==> src/verilog/tcc_consts.vh <==
// Constants for the timer channel capture/compare block.
// Assumes byte addresses on a 32-bit Avalon-MM register bus.
`ifndef TCC_CONSTS_VH
`define TCC_CONSTS_VH

// ----------------------------------------
// Register byte offsets
// ----------------------------------------
`define TCC_OFS_STATUS_CONTROL 8'h18
`define TCC_OFS_VALUE_HIGH     8'h1c
`define TCC_OFS_VALUE_LOW      8'h20

// ----------------------------------------
// Status/control fields and reset values
// ----------------------------------------
`define TCC_BIT_EVENT_FLAG     7
`define TCC_BIT_INT_ENABLE     6
`define TCC_BIT_MODE_B         5
`define TCC_BIT_MODE_A         4
`define TCC_ELS_HI             3
`define TCC_ELS_LO             2
`define TCC_SC_RESET           8'h00
`define TCC_VALUE_RESET        16'h0000

// ----------------------------------------
// Channel modes and edge/level codes
// ----------------------------------------
`define TCC_MODE_CAPTURE       2'h0
`define TCC_MODE_COMPARE       2'h1
`define TCC_MODE_EDGE_PWM      2'h2
`define TCC_MODE_CENTER_PWM    2'h3
`define TCC_ELS_OFF            2'h0
`define TCC_ELS_01             2'h1
`define TCC_ELS_10             2'h2
`define TCC_ELS_11             2'h3

`endif

==> src/verilog/tcc_channel.v <==
// One capture/compare channel of a 16-bit timer/PWM module.
// Assumes main counter, overflow and count direction come from
// logic on i_clk; the channel pin input is asynchronous.
//
// Overview of operation
// - Value pair holds capture or compare value
// - Reset clears both value bytes
// - Capture mode: byte read freezes both bytes
// - Status/control write releases read freeze
// - Compare/PWM: both bytes buffered, moved together
// - Status/control write drops half-written pair
// - Capture: selected pin edge sets event flag
// - Compare/edge PWM: counter match sets flag
// - Center PWM: every match sets flag
// - Interrupt request when flag and enable set
// - Clear flag: read while set, write zero
// - Event between read and write cancels clear
// - Writing one to flag ignored; reset clears
// - Interrupt enable bit read/write, reset zero
// - Mode B selects edge-aligned PWM
// - Mode A picks capture or compare
// - Edge/level field sets edge, level, polarity
// - Code 00 releases pin, pinless timer
// - Capture codes: rising, falling, either edge
// - Compare codes: none, toggle, low, high
// - PWM: 10 high-true, X1 low-true pulses
// - Center-aligned select overrides channel mode
`timescale 1ns/1ps
`include "tcc_consts.vh"

module tcc_channel
(
   input  wire        i_clk,
   input  wire        i_rst,
   input  wire [7:0]  i_avs_address,
   input  wire        i_avs_read,
   input  wire        i_avs_write,
   input  wire [31:0] i_avs_writedata,
   input  wire [3:0]  i_avs_byteenable,
   output wire [31:0] o_avs_readdata,
   output wire        o_avs_waitrequest,
   input  wire [15:0] i_main_counter,
   input  wire        i_count_tick,
   input  wire        i_counter_overflow,
   input  wire        i_count_down,
   input  wire        i_center_aligned_select,
   input  wire        i_pin,
   output wire        o_pin_out,
   output wire        o_pin_oe_n,
   output wire        o_irq
);

   // ----------------------------------------
   // State
   // ----------------------------------------
   reg  [15:0] value_reg;
   reg  [15:0] hold_reg;
   reg         frozen_reg;
   reg         frozen_high_reg;
   reg  [7:0]  wbuf_high_reg;
   reg  [7:0]  wbuf_low_reg;
   reg         wbuf_high_ok_reg;
   reg         wbuf_low_ok_reg;
   reg         flag_reg;
   reg         armed_reg;
   reg         int_enable_reg;
   reg         mode_b_reg;
   reg         mode_a_reg;
   reg  [1:0]  els_reg;
   reg         sync1_reg;
   reg         sync2_reg;
   reg         pin_prev_reg;
   reg         pin_out_reg;
   reg         pin_oe_n_reg;
   reg         irq_reg;
   reg         wait_reg;
   reg  [31:0] rdata_reg;

   // ----------------------------------------
   // Bus decode
   // ----------------------------------------
   wire        req      = i_avs_read | i_avs_write;
   // Writes land as waitrequest ends; read side effects go with the data load
   wire        done     = req & ~wait_reg;
   wire        rd_start = i_avs_read & wait_reg;
   wire        wr_done  = done & i_avs_write & i_avs_byteenable[0];
   wire        sel_sc   = (i_avs_address == `TCC_OFS_STATUS_CONTROL);
   wire        sel_hi   = (i_avs_address == `TCC_OFS_VALUE_HIGH);
   wire        sel_lo   = (i_avs_address == `TCC_OFS_VALUE_LOW);
   wire [7:0]  wbyte    = i_avs_writedata[7:0];

   // ----------------------------------------
   // Mode decode
   // ----------------------------------------
   reg  [1:0]  mode;
   always @*
   begin
      if (i_center_aligned_select)
         mode = `TCC_MODE_CENTER_PWM;
      // Mode B alone means edge PWM
      else if (mode_b_reg)
         mode = `TCC_MODE_EDGE_PWM;
      // Mode A picks compare over capture
      else if (mode_a_reg)
         mode = `TCC_MODE_COMPARE;
      else
         mode = `TCC_MODE_CAPTURE;
   end
   wire        capture_mode = (mode == `TCC_MODE_CAPTURE);

   // ----------------------------------------
   // Channel events
   // ----------------------------------------
   wire        rise  = sync2_reg & ~pin_prev_reg;
   wire        fall  = ~sync2_reg & pin_prev_reg;
   reg         edge_hit;
   always @*
   begin
      case (els_reg)
         `TCC_ELS_01: edge_hit = rise;
         `TCC_ELS_10: edge_hit = fall;
         `TCC_ELS_11: edge_hit = rise | fall;
         default:     edge_hit = 1'b0;
      endcase
   end
   // Match counted once per new counter value, not per bus cycle
   wire        match   = i_count_tick & (i_main_counter == value_reg);
   // Pin edge is the capture event
   wire        cap_evt = capture_mode & edge_hit;
   // Any match in the other modes
   wire        cmp_evt = ~capture_mode & match;
   wire        event_now = cap_evt | cmp_evt;

   // ----------------------------------------
   // Pin synchroniser
   // ----------------------------------------
   always @(posedge i_clk or posedge i_rst)
   begin
      if (i_rst)
      begin
         sync1_reg    <= 1'b0;
         sync2_reg    <= 1'b0;
         pin_prev_reg <= 1'b0;
      end
      else
      begin
         sync1_reg    <= i_pin;
         sync2_reg    <= sync1_reg;
         pin_prev_reg <= sync2_reg;
      end
   end

   // ----------------------------------------
   // Read data
   // ----------------------------------------
   reg  [7:0]  rbyte;
   always @*
   begin
      rbyte = 8'h00;
      if (sel_sc)
         rbyte = {flag_reg, int_enable_reg, mode_b_reg, mode_a_reg, els_reg, 2'h0};
      // Frozen bytes served from the hold buffer
      else if (sel_hi)
         rbyte = (capture_mode & frozen_reg) ? hold_reg[15:8] : value_reg[15:8];
      else if (sel_lo)
         rbyte = (capture_mode & frozen_reg) ? hold_reg[7:0] : value_reg[7:0];
   end

   // ----------------------------------------
   // Avalon slave handshake
   // ----------------------------------------
   always @(posedge i_clk or posedge i_rst)
   begin
      if (i_rst)
      begin
         wait_reg  <= 1'b1;
         rdata_reg <= 32'h00000000;
      end
      else
      begin
         // One wait state per access; unmapped reads return zero
         wait_reg <= ~(req & wait_reg);
         if (req & wait_reg)
            rdata_reg <= {24'h000000, rbyte};
      end
   end

   // ----------------------------------------
   // Status/control register and event flag
   // ----------------------------------------
   always @(posedge i_clk or posedge i_rst)
   begin
      if (i_rst)
      begin
         // Flag and enable clear on reset
         flag_reg       <= 1'b0;
         armed_reg      <= 1'b0;
         int_enable_reg <= 1'b0;
         mode_b_reg     <= 1'b0;
         mode_a_reg     <= 1'b0;
         els_reg        <= `TCC_ELS_OFF;
      end
      else
      begin
         if (wr_done & sel_sc)
         begin
            int_enable_reg <= wbyte[`TCC_BIT_INT_ENABLE];
            mode_b_reg     <= wbyte[`TCC_BIT_MODE_B];
            mode_a_reg     <= wbyte[`TCC_BIT_MODE_A];
            els_reg        <= wbyte[`TCC_ELS_HI:`TCC_ELS_LO];
         end
         // New event sets flag and cancels clear
         if (event_now)
         begin
            flag_reg  <= 1'b1;
            armed_reg <= 1'b0;
         end
         // Only a zero after arming clears
         else if (wr_done & sel_sc)
         begin
            if (armed_reg & ~wbyte[`TCC_BIT_EVENT_FLAG])
               flag_reg <= 1'b0;
            armed_reg <= 1'b0;
         end
         // Armed by the read that returns it set
         else if (rd_start & sel_sc & flag_reg)
            armed_reg <= 1'b1;
      end
   end

   // ----------------------------------------
   // Value register and byte buffers
   // ----------------------------------------
   always @(posedge i_clk or posedge i_rst)
   begin
      if (i_rst)
      begin
         value_reg        <= `TCC_VALUE_RESET;
         hold_reg         <= `TCC_VALUE_RESET;
         frozen_reg       <= 1'b0;
         frozen_high_reg  <= 1'b0;
         wbuf_high_reg    <= 8'h00;
         wbuf_low_reg     <= 8'h00;
         wbuf_high_ok_reg <= 1'b0;
         wbuf_low_ok_reg  <= 1'b0;
      end
      else
      begin
         if (cap_evt)
            value_reg <= i_main_counter;
         // First byte read freezes, other byte releases
         if (rd_start & (sel_hi | sel_lo) & capture_mode)
         begin
            if (~frozen_reg)
            begin
               frozen_reg      <= 1'b1;
               frozen_high_reg <= sel_hi;
               hold_reg        <= value_reg;
            end
            else if (frozen_high_reg != sel_hi)
               frozen_reg <= 1'b0;
         end
         if (wr_done & sel_sc)
         begin
            frozen_reg       <= 1'b0;
            wbuf_high_ok_reg <= 1'b0;
            wbuf_low_ok_reg  <= 1'b0;
         end
         else if (wr_done & (sel_hi | sel_lo))
         begin
            if (capture_mode)
            begin
               // Capture mode writes go straight in
               if (sel_hi)
                  value_reg[15:8] <= wbyte;
               else
                  value_reg[7:0] <= wbyte;
            end
            // Pair moves as one 16-bit value
            else if ((sel_hi & wbuf_low_ok_reg) | (sel_lo & wbuf_high_ok_reg))
            begin
               value_reg        <= sel_hi ? {wbyte, wbuf_low_reg} : {wbuf_high_reg, wbyte};
               wbuf_low_ok_reg  <= 1'b0;
               wbuf_high_ok_reg <= 1'b0;
            end
            else if (sel_hi)
            begin
               wbuf_high_reg    <= wbyte;
               wbuf_high_ok_reg <= 1'b1;
            end
            else
            begin
               wbuf_low_reg    <= wbyte;
               wbuf_low_ok_reg <= 1'b1;
            end
         end
      end
   end

   // ----------------------------------------
   // Pin output
   // ----------------------------------------
   reg         pin_next;
   always @*
   begin
      pin_next = pin_out_reg;
      case (mode)
         `TCC_MODE_COMPARE:
         begin
            // Match toggles, clears or sets the pin
            if (match)
            begin
               case (els_reg)
                  `TCC_ELS_01: pin_next = ~pin_out_reg;
                  `TCC_ELS_10: pin_next = 1'b0;
                  `TCC_ELS_11: pin_next = 1'b1;
                  default:     pin_next = pin_out_reg;
               endcase
            end
         end
         `TCC_MODE_EDGE_PWM:
         begin
            if (match)
               pin_next = els_reg[0];
            else if (i_counter_overflow)
               pin_next = ~els_reg[0];
         end
         `TCC_MODE_CENTER_PWM:
         begin
            // Compare-up ends pulse, compare-down starts it
            if (match)
               pin_next = els_reg[0] ^ i_count_down;
         end
         default: pin_next = pin_out_reg;
      endcase
   end
   always @(posedge i_clk or posedge i_rst)
   begin
      if (i_rst)
      begin
         pin_out_reg  <= 1'b0;
         pin_oe_n_reg <= 1'b1;
         irq_reg      <= 1'b0;
      end
      else
      begin
         pin_out_reg  <= pin_next;
         // Code 00 or capture leaves the pin undriven
         pin_oe_n_reg <= (els_reg == `TCC_ELS_OFF) | capture_mode;
         irq_reg      <= flag_reg & int_enable_reg;
      end
   end

   assign o_avs_readdata    = rdata_reg;
   assign o_avs_waitrequest = wait_reg;
   assign o_pin_out         = pin_out_reg;
   assign o_pin_oe_n        = pin_oe_n_reg;
   assign o_irq             = irq_reg;
endmodule // tcc_channel

==> config.mk <==
export PLATFORM = sky130hd
export DESIGN_NAME = tcc_channel
export DESIGN_NICKNAME = d
export VERILOG_FILES = /design/src/verilog/tcc_channel.v
export VERILOG_INCLUDE_DIRS = /design/src /design/src/verilog
export SDC_FILE = /design/constraint.sdc
export NUM_CORES = 1
export LEC_CHECK = 0
export ABC_AREA = 1
export BUFFER_PORTS_ARGS = -buffer_cell sky130_fd_sc_hd__buf_2
export CORE_ASPECT_RATIO = 0.7
export CORE_MARGIN = 1.5
export CORE_UTILIZATION = 55
export DETAILED_ROUTE_END_ITERATION = 8
export GPL_TIMING_DRIVEN = 0
export HOLD_SLACK_MARGIN = 0.06
export PLACE_DENSITY_LB_ADDON = 0.12
export SYNTH_ARGS = -nofsm -noshare
export SYNTH_HDL_FRONTEND = slang
export SYNTH_SLANG_ARGS = --single-unit
==> constraint.sdc <==
create_clock -name i_clk -period 4.4 [get_ports i_clk]
set_input_delay 0.88 -clock i_clk [delete_from_list [all_inputs] [get_ports i_clk]]
set_output_delay 0.88 -clock i_clk [all_outputs]
set_load 0.02 [all_outputs]
==> metrics, run 1 <==
Leakage=around 2.9 nW; Core Area=approximately 8000 um2; met2 WL=roughly 5000 um; Row Count=27; status=finished clean; Slew Limit Fails=0; Max FO, Critical Path=9; clk root buf=clkbuf_16; CTS-repair resized insts=0; nets=772; CP Class=primary input to flip-flop; Mean Syn Cell Area=around 7.3 um2; Syn Inst Count=609; CP Capture Point=value_reg[4]; Worst R2R Setup Slack=about 2300 ps; Critical Path End Type=flip-flop; # diodes=0; DP HPWL=approximately 8700 um; normalized max-slew margin=0.654; most frequent cells in the layout=221 x nand2_1, 72 x dfrtp_1, 61 x o21ai_0; share of the synthesized area in the top cell type=0.403; period utilization=0.501; Setup crit start=i_center_aligned_select; P&R area growth vs syn=19.6%; IO Pins=roughly 110; total number of vias=4,185; worst hold path type=flip-flop to flip-flop; WL final=11,600 um; die area=about 8700 um2; Final Util=0.679; Netlist cell types=37; Post-synth EDFFs=0; DR WL/cell=between 10 and 15 um; Cell Count, Final, Fillers Out=around 800; RSZ-0062 raised after global routing=no; dpl ws=slightly below 2000 ps; crit path time final=about 2200 ps; # DRC=0; GP Congestion=just over 0.9; fmax=~450 MHz; Mapped Area=~4500 um2; vias in the first global route=between 3,000 and 4,000; Num CTS Buffers=9; setup TNS=0 ps; CTS max path bufs=2; Post-DRT Antenna Nets=0; largest net degree at the start of global routing=63; FF-to-FF End=value_reg[15]; Total Routing Usage GR=0.281; H-tree depth=3; Synth Flop Type=dfrtp_1; TritonRoute pass-1 iters=5; CTS tree=done; #FFs+latches synth=74; Worst-Skew Late Latency=340 ps; 1st-iter DRT viols=~360; Worst-Margin Slew=slightly above 500 ps; FF-to-FF path depth=9; Clock Skews=between 6 and 7 ps; layout cells sized above 1=0.205; Sink Count=74; reg2reg start=els_reg[0]; Crit path arrival time=2480 ps; # hold bufs at CTS=0; Synth Warn #=0; Power Density=around 350 nW/um2; post-DR vias/cell=around 5.2; final hold violation count=0; area leader, netlist=dfrtp_1; antenna violations before repair=0; DR WL met3=a little under 1000 um; Clk pin slew, worst setup/hold paths=approximately 60 ps; PortBufs=53; gr ovfl total=0; die span in x=between 100 and 150 um; # setup viols final=0; largest cells by area after synthesis=dfrtp_1 40%, nand2_1 19%, o21ai_0 6.8%, inv_1 5.1%, nand3_1 4.4%; Setup Buffers After CTS=0; Max rail drop VDD=0.256 mV; Worst setup SP type=primary input; Required @ worst endpoint=around 4700 ps; Max Cap Violations=0; Final WS setup=between 2000 and 2500 ps; Seq/Total Area, Yosys=0.415; Die Ht=between 70 and 80 um; Post-synth ARST share=1.00; global-route wire length before repair=18,900 um; DRT met1 WL=between 5000 and 6000 um; highest metal used=met4; most common cell after layout, fill and taps aside=nand2_1; Starting Density=0.568; post-placement cell count=slightly below 800
[worst max-delay path: stages]
cell and delay [ps]:
buf_2 120, nor2_4 130, nand2_4 140, inv_4 160, nand3_1 290, inv_1 380, nand2_1 110, o21ai_0 90
nand2_1 70, nand2_1 100
[where the power goes]
group | internal [W] | switching, W | leakage (nW)
logic | 0.0000779 | 0.000141 | 1.75
clock network | 0.000626 | 0.000280 | 0.180
registers | 0.000709 | 0.0000211 | 0.977
[cell type report]
type                       count  area, um2
tap                          101        126
multi-input combinational    447       2140
inverter                      70        269
fill                         687       2530
clock inverter                 5        125
timing repair buffer          54        293
buffer                        41        293
sequential                    74       1850
clock buffer                  11        243
[synthesized netlist by cell type, types with 4 or more instances]
library cell  count
inv_2             7
buf_2             6
nand2_1         221
buf_4            25
o21ai_2           9
o21ai_0          61
a21oi_1           9
o21ai_1          12
nor2_1           25
inv_1            61
clkbuf_1          5
dfrtp_1          72
nand3_1          39
buf_6             5
o211ai_1          6
nand2_4           4
nand4_1           4
nor2_4            4
ha_1              6
[metrics by stage]
step	hold WS, ps	power, W	cell area [um2]
CTS	354	0.00186	5340
global placement	335	0.000948	4950
finish	350	0.00186	5340
global route	377	0.00192	5340
floorplan	331	0.000885	4550
detailed placement	341	0.000957	4980
[worst min-delay path by stage]
stage | from | end | slack, ps | cells past startpoint
after global placement | sync1_reg | sync2_reg | 340 | 0
after global routing | sync1_reg | sync2_reg | 380 | 0
final | sync1_reg | sync2_reg | 350 | 0
after floorplan | sync1_reg | sync2_reg | 330 | 0
after CTS | sync1_reg | sync2_reg | 350 | 0
after detailed placement | sync1_reg | sync2_reg | 340 | 0
[metal layers]
metal,global-route usage,up-vias
met5,0,-
met3,0.0649,13
met2,0.438,184
met1,0.399,1928
met4,0.0692,0
li1,-,2060
[cell families after synthesis]
family,share of synthesized area
buffers and inverters,0.125
AND/OR/NAND/NOR,0.306
adder cells (fa/ha/maj),0.0168
other,0.000839
XOR/XNOR,0.00784
AO/OA/AOI/OAI,0.129
flip-flops,0.415
Note: power is estimated with default switching activity, not from simulation.
==> run 2, diff against run 1 <==
--- a/config.mk
+++ b/config.mk
@@ -10,7 +10,7 @@
 export BUFFER_PORTS_ARGS = -buffer_cell sky130_fd_sc_hd__buf_2
 export CORE_ASPECT_RATIO = 0.7
 export CORE_MARGIN = 1.5
-export CORE_UTILIZATION = 55
+export CORE_UTILIZATION = 54
 export DETAILED_ROUTE_END_ITERATION = 8
 export GPL_TIMING_DRIVEN = 0
 export HOLD_SLACK_MARGIN = 0.06
==> constraint.sdc (replaced) <==
create_clock -name i_clk -period 2.15 [get_ports i_clk]
set_input_delay 0.43 -clock i_clk [delete_from_list [all_inputs] [get_ports i_clk]]
set_output_delay 0.43 -clock i_clk [all_outputs]
set_load 0.02 [all_outputs]
==> metrics, run 2 (synthesis results as in run 1) <==
reg2reg start=els_reg[0] (unchanged); normalized max-slew margin=0.626 (was 0.654); fin area=5280 um2 (was 5340 um2); CTS max path bufs=2 (unchanged); 1st-iter DRT viols=397 (was 361); RSZ-0062 raised after global routing=no (unchanged); status=finished clean (unchanged); Clock Skews=4.50 ps (was 6.59 ps); most frequent cells in the layout=221 x nand2_1, 72 x dfrtp_1, 61 x o21ai_0 (unchanged); fmax=slightly below 500 MHz; CTS tree=done (unchanged); antenna violations before repair=0 (unchanged); fill count=722 (was 687); Clk pin slew, worst setup/hold paths=60 ps (about the same); Required @ worst endpoint=2420 ps (was 4680 ps); post-DR vias/cell=5.23 (was 5.21); P&R area growth vs syn=18.1% (was 19.6%); gr ovfl total=0 (unchanged); Leakage=2.88 nW (was 2.91 nW); Critical Path End Type=flip-flop (unchanged); TritonRoute pass-1 iters=6 (was 5); setup TNS=0 ps (unchanged); Max rail drop VDD=0.493 mV (was 0.256 mV); Cell Count, Final, Fillers Out=804 (was 803); die area=8840 um2 (was 8680 um2); Max stage delay on crit path=470 ps (was 380 ps); die span in x=112 um (was 111 um); most common cell after layout, fill and taps aside=nand2_1 (unchanged); crit path time final=between 2000 and 2500 ps; layout cells sized above 1=0.209 (was 0.205); Worst R2R Setup Slack=120 ps (was 2280 ps); Max Cap Violations=0 (unchanged); Total Routing Usage GR=0.283 (was 0.281); Die Ht=79.1 um (was 78.4 um); CP Class=flip-flop to flip-flop (was primary input to flip-flop); post-placement cell count=788 (was 787); total number of vias=4,204 (was 4,185); Worst-Skew Late Latency=330 ps (was 340 ps); cell repeated most along the worst path=nand2_1 (unchanged); Starting Density=0.563 (was 0.568); Slew Limit Fails=0 (unchanged); Power Density=646 nW/um2 (was 347 nW/um2); clk root buf=clkbuf_16 (unchanged); # hold bufs at CTS=0 (unchanged); DP HPWL=9020 um (was 8660 um); Num CTS Buffers=9 (unchanged); Worst-Margin Slew=558 ps (was 517 ps); IO Pins=105 (unchanged); PortBufs=53 (unchanged); largest net degree at the start of global routing=28 (was 63); FF-to-FF path depth=9 (unchanged); # setup viols final=0 (unchanged); period utilization=0.943; worst hold path type=primary input to asynchronous set/reset pin (was flip-flop to flip-flop); Sink Count=74 (unchanged); nets=773 (was 772); GP Congestion=0.918 (was 0.914); Core Area=7940 um2 (was 7870 um2); Crit path arrival time=2300 ps (was 2480 ps); DR WL/cell=14.6 um (was 14.4 um); Worst setup SP type=flip-flop (was primary input); final hold violation count=0 (unchanged); global-route wire length before repair=19,100 um (was 18,900 um); H-tree depth=3 (unchanged); placed cell areas=4990 um2 (was 4980 um2); Final Util=0.665 (was 0.679); Max FO, Critical Path=10 (was 9); Hold WS=134 ps (was 350 ps); CP max stage cell=dfrtp_1 (was inv_1); FF-to-FF End=value_reg[2] (was value_reg[15]); CP cell instances=inv_1, ha_1, nand2_1, o211ai_1, nand3_1, clkbuf_2, o21ai_0, nand2_1, nand2_1 (was buf_2, nor2_4, nand2_4, inv_4, nand3_1, inv_1, nand2_1, o21ai_0, nand2_1, nand2_1); # diodes=0 (unchanged); Row Count=27 (unchanged); Post-DRT Antenna Nets=0 (unchanged); WL final=11,800 um (was 11,600 um); vias in the first global route=3,896 (was 3,828); # DRC=0 (unchanged)
==> run 2: changes by cell type in the layout (fill, tap and decap cells not counted), moves of 2 or more <==
cell | previous run | this run
buf_12 | 0 | 2
bufinv_16 | 4 | 1
clkinv_2 | 2 | 5
clkinvlp_4 | 0 | 2
==> run 2: worst max-delay path by stage <==
stage	start	to	slack (ps)	cells after the start
global placement	els_reg[0]	value_reg[6]	130	9
detailed placement	els_reg[0]	value_reg[2]	100	9
floorplan	i_avs_address[1]	wbuf_high_reg[4]	490	11
CTS	els_reg[0]	value_reg[2]	90	9
global route	els_reg[0]	value_reg[2]	10	9
finish	els_reg[0]	value_reg[2]	120	9
==> run 2: report_power, final <==
group,switching (W),total [W],leakage [nW],internal [W]
clock network,0.000573,0.00146,0.142,0.000890
logic,0.000290,0.000451,1.76,0.000162
registers,0.0000429,0.00149,0.977,0.00145
==> run 2: worst max-delay path, delay by kind of cell, from the launching register on <==
kind / cells / cell delay (ps)
AO/OA/AOI/OAI: 2 / 290
flip-flops: 1 / 470
adder cells (fa/ha/maj): 1 / 180
buffers and inverters: 2 / 510
AND/OR/NAND/NOR: 4 / 510
==> run 2: stage by stage <==
stage | power [W] | setup WS [ps]
after floorplan | 0.00181 | 494
after global placement | 0.00194 | 131
after detailed placement | 0.00196 | 97.1
after CTS | 0.00342 | 92.5
after global routing | 0.00354 | 13.6
final | 0.00341 | 122
==> run 2: per-layer routing <==
layer  share of wire  global-route usage  vias up  wire [um]
met5               0                   0        -          0
met4           0.015              0.0823        0        178
met3           0.091              0.0641       18       1070
met2            0.44               0.452      183       5200
met1            0.45               0.388     1946       5310
li1                -                   -     2057          -
==> run 2: layout make-up <==
| cell class | instances | area (um2) | area share |
|---|---|---|---|
| sequential | 74 | 1850 | 0.351 |
| multi-input combinational | 447 | 2140 | 0.406 |
| tap | 101 | 126 | 0.0239 |
| timing repair buffer | 55 | 305 | 0.0578 |
| clock inverter | 6 | 57.6 | 0.0109 |
| clock buffer | 10 | 229 | 0.0434 |
| buffer | 41 | 294 | 0.0557 |
| inverter | 70 | 270 | 0.0512 |
==> run 2: repair_timing <==
action                                  in CTS  in global routing
gates resized for setup                      0                  3
setup buffers                                0                  0
endpoints found under the setup margin       0                 10
==> run 3, diff against run 2 <==
--- a/config.mk
+++ b/config.mk
@@ -10,7 +10,8 @@
 export BUFFER_PORTS_ARGS = -buffer_cell sky130_fd_sc_hd__buf_2
 export CORE_ASPECT_RATIO = 0.7
 export CORE_MARGIN = 1.5
-export CORE_UTILIZATION = 54
+export CORE_UTILIZATION = 55
+export CTS_BUF_LIST = sky130_fd_sc_hd__clkbuf_4
 export DETAILED_ROUTE_END_ITERATION = 8
 export GPL_TIMING_DRIVEN = 0
 export HOLD_SLACK_MARGIN = 0.06
==> metrics, run 3 (synthesis results as in run 1) <==
status=finished clean (unchanged); # hold bufs at CTS=0 (unchanged); final hold violation count=0 (unchanged); 1st-iter DRT viols=295 (was 397); most common cell after layout, fill and taps aside=nand2_1 (unchanged); Max rail drop VDD=0.334 mV (was 0.493 mV); PortBufs=53 (unchanged); Max stage delay on crit path=480 ps (was 470 ps); total internal power=0.00184 W (was 0.00250 W); antenna violations before repair=0 (unchanged); largest net degree at the start of global routing=42 (was 28); Total Routing Usage GR=0.287 (was 0.283); CP Class=flip-flop to flip-flop (unchanged); Starting Density=0.568 (was 0.563); post-DR vias/cell=5.19 (was 5.23); gr ovfl total=0 (unchanged); Num CTS Buffers=9 (unchanged); CTS max path bufs=2 (unchanged); crit path time final=1880 ps (was 2030 ps); Power Density=521 nW/um2 (was 646 nW/um2); sequential power share=0.564 (was 0.438); worst hold path type=primary input to flip-flop (was primary input to asynchronous set/reset pin); setup TNS=0 ps (unchanged); layout cells sized above 1=0.207 (was 0.209); most frequent cells in the layout=221 x nand2_1, 72 x dfrtp_1, 61 x o21ai_0 (unchanged); combinational share of power=0.169 (was 0.132); GP Congestion=0.942 (was 0.918); # DRC=0 (unchanged); Row Count=27 (unchanged); post-placement cell count=787 (was 788); RSZ-0062 raised after global routing=no (unchanged); Clk pin slew, worst setup/hold paths=110 ps (was 60 ps); Clock Skews=16.1 ps (was 4.50 ps); vias in the first global route=3,942 (was 3,896); Psw=0.000808 W (was 0.000906 W); fmax=531 MHz (was 493 MHz); global-route wire length before repair=19,500 um (was 19,100 um); Max Cap Violations=0 (unchanged); period utilization=0.875 (was 0.943); H-tree depth=3 (unchanged); Worst-Skew Late Latency=430 ps (was 330 ps); switching share of power=0.305 (was 0.266); Core Area=7870 um2 (was 7940 um2); Cell Count, Final, Fillers Out=802 (was 804); Sink Count=74 (unchanged); Final Util=0.645 (was 0.665); Required @ worst endpoint=2450 ps (was 2420 ps); CP cell instances=nor2_4, nand2_4, nor2_4, buf_2, o21ai_0, a211oi_1, o21ai_1 (was inv_1, ha_1, nand2_1, o211ai_1, nand3_1, clkbuf_2, o21ai_0, nand2_1, nand2_1); P&R area growth vs syn=13.6% (was 18.1%); CP Buf/Inv Count=1 (was 2); Worst path top cell family by delay=simple AND/OR/NAND/NOR gates (was buffers and inverters); CTS-repair resized insts=0 (unchanged); Die Ht=78.4 um (was 79.1 um); power share of the clock group=0.267 (was 0.429); Max FO, Critical Path=10 (unchanged); Worst setup SP type=flip-flop (unchanged); Slew Limit Fails=0 (unchanged); IO Pins=105 (unchanged); CTS tree=done (unchanged); Leakage=2.79 nW (was 2.88 nW); DP HPWL=8970 um (was 9020 um); TritonRoute pass-1 iters=5 (was 6); DR WL/cell=14.4 um (was 14.6 um); die area=8680 um2 (was 8840 um2); CP max stage cell=dfrtp_1 (unchanged); Critical Path End Type=flip-flop (unchanged); cell repeated most along the worst path=nor2_4 (was nand2_1); die span in x=111 um (was 112 um); nets=772 (was 773); # diodes=0 (unchanged); total number of vias=4,165 (was 4,204); Crit path arrival time=2180 ps (was 2300 ps); clk root buf=clkbuf_4 (was clkbuf_16); WL final=11,600 um (was 11,800 um); normalized max-slew margin=0.382 (was 0.626); Post-DRT Antenna Nets=0 (unchanged); Worst-Margin Slew=925 ps (was 558 ps); fill count=719 (was 722); # setup viols final=0 (unchanged); Setup Buffers After CTS=0 (unchanged)
==> run 3: cell type report <==
| type | instances | area (um2) | share of cell area |
|---|---|---|---|
| timing repair buffer | 54 | 285 | 0.0562 |
| clock inverter | 5 | 22.5 | 0.00444 |
| inverter | 70 | 270 | 0.0532 |
| tap | 101 | 126 | 0.0249 |
| multi-input combinational | 447 | 2150 | 0.423 |
| clock buffer | 10 | 75.1 | 0.0148 |
| sequential | 74 | 1850 | 0.365 |
| buffer | 41 | 297 | 0.0584 |
==> run 3: worst paths after layout <==
check                            from           endpoint  slack (ps)  cells past startpoint
hold reg to reg             sync1_reg          sync2_reg         360                      0
setup reg to reg           mode_b_reg  o_avs_readdata[2]         270                      7
hold / removal                  i_pin          sync1_reg         110                      1
max in group asynchronous       i_rst      value_reg[13]        1310                      3
setup / recovery           mode_b_reg  o_avs_readdata[2]         270                      7
min in group asynchronous       i_rst       pin_prev_reg         180                      2
==> run 3: worst reg2reg max path, stage by stage, from the launching register on <==
cell      delay (ps)
dfrtp_1          480
nor2_4           190
nand2_4          140
nor2_4           210
buf_2            250
o21ai_0          110
a211oi_1         290
o21ai_1           90
==> run 3: routing by layer <==
metal / vias up / GRT usage / share of wire
li1: 2062 / - / -
met1: 1916 / 0.415 / 0.47
met2: 175 / 0.440 / 0.44
met3: 12 / 0.0656 / 0.078
met4: 0 / 0.0718 / 0.011
met5: - / 0 / 0
==> run 3: metrics by stage <==
stage,setup WS [ps],hold slack [ps],instance area [um2],total power (W)
after floorplan,494,331,4560,0.00181
after global placement,136,335,4950,0.00194
after detailed placement,110,337,4970,0.00196
after CTS,97.3,86.2,5070,0.00265
after global routing,75.5,81.2,5080,0.00278
final,268,108,5080,0.00265
==> run 3: power by group through the flow <==
stage | combinational [W] | clock, W | sequential, W
floorplan | 0.000293 | 0 | 0.00152
global placement | 0.000423 | 0 | 0.00152
detailed placement | 0.000439 | 0 | 0.00152
CTS | 0.000441 | 0.000722 | 0.00149
global route | 0.000503 | 0.000777 | 0.00150
finish | 0.000447 | 0.000707 | 0.00149
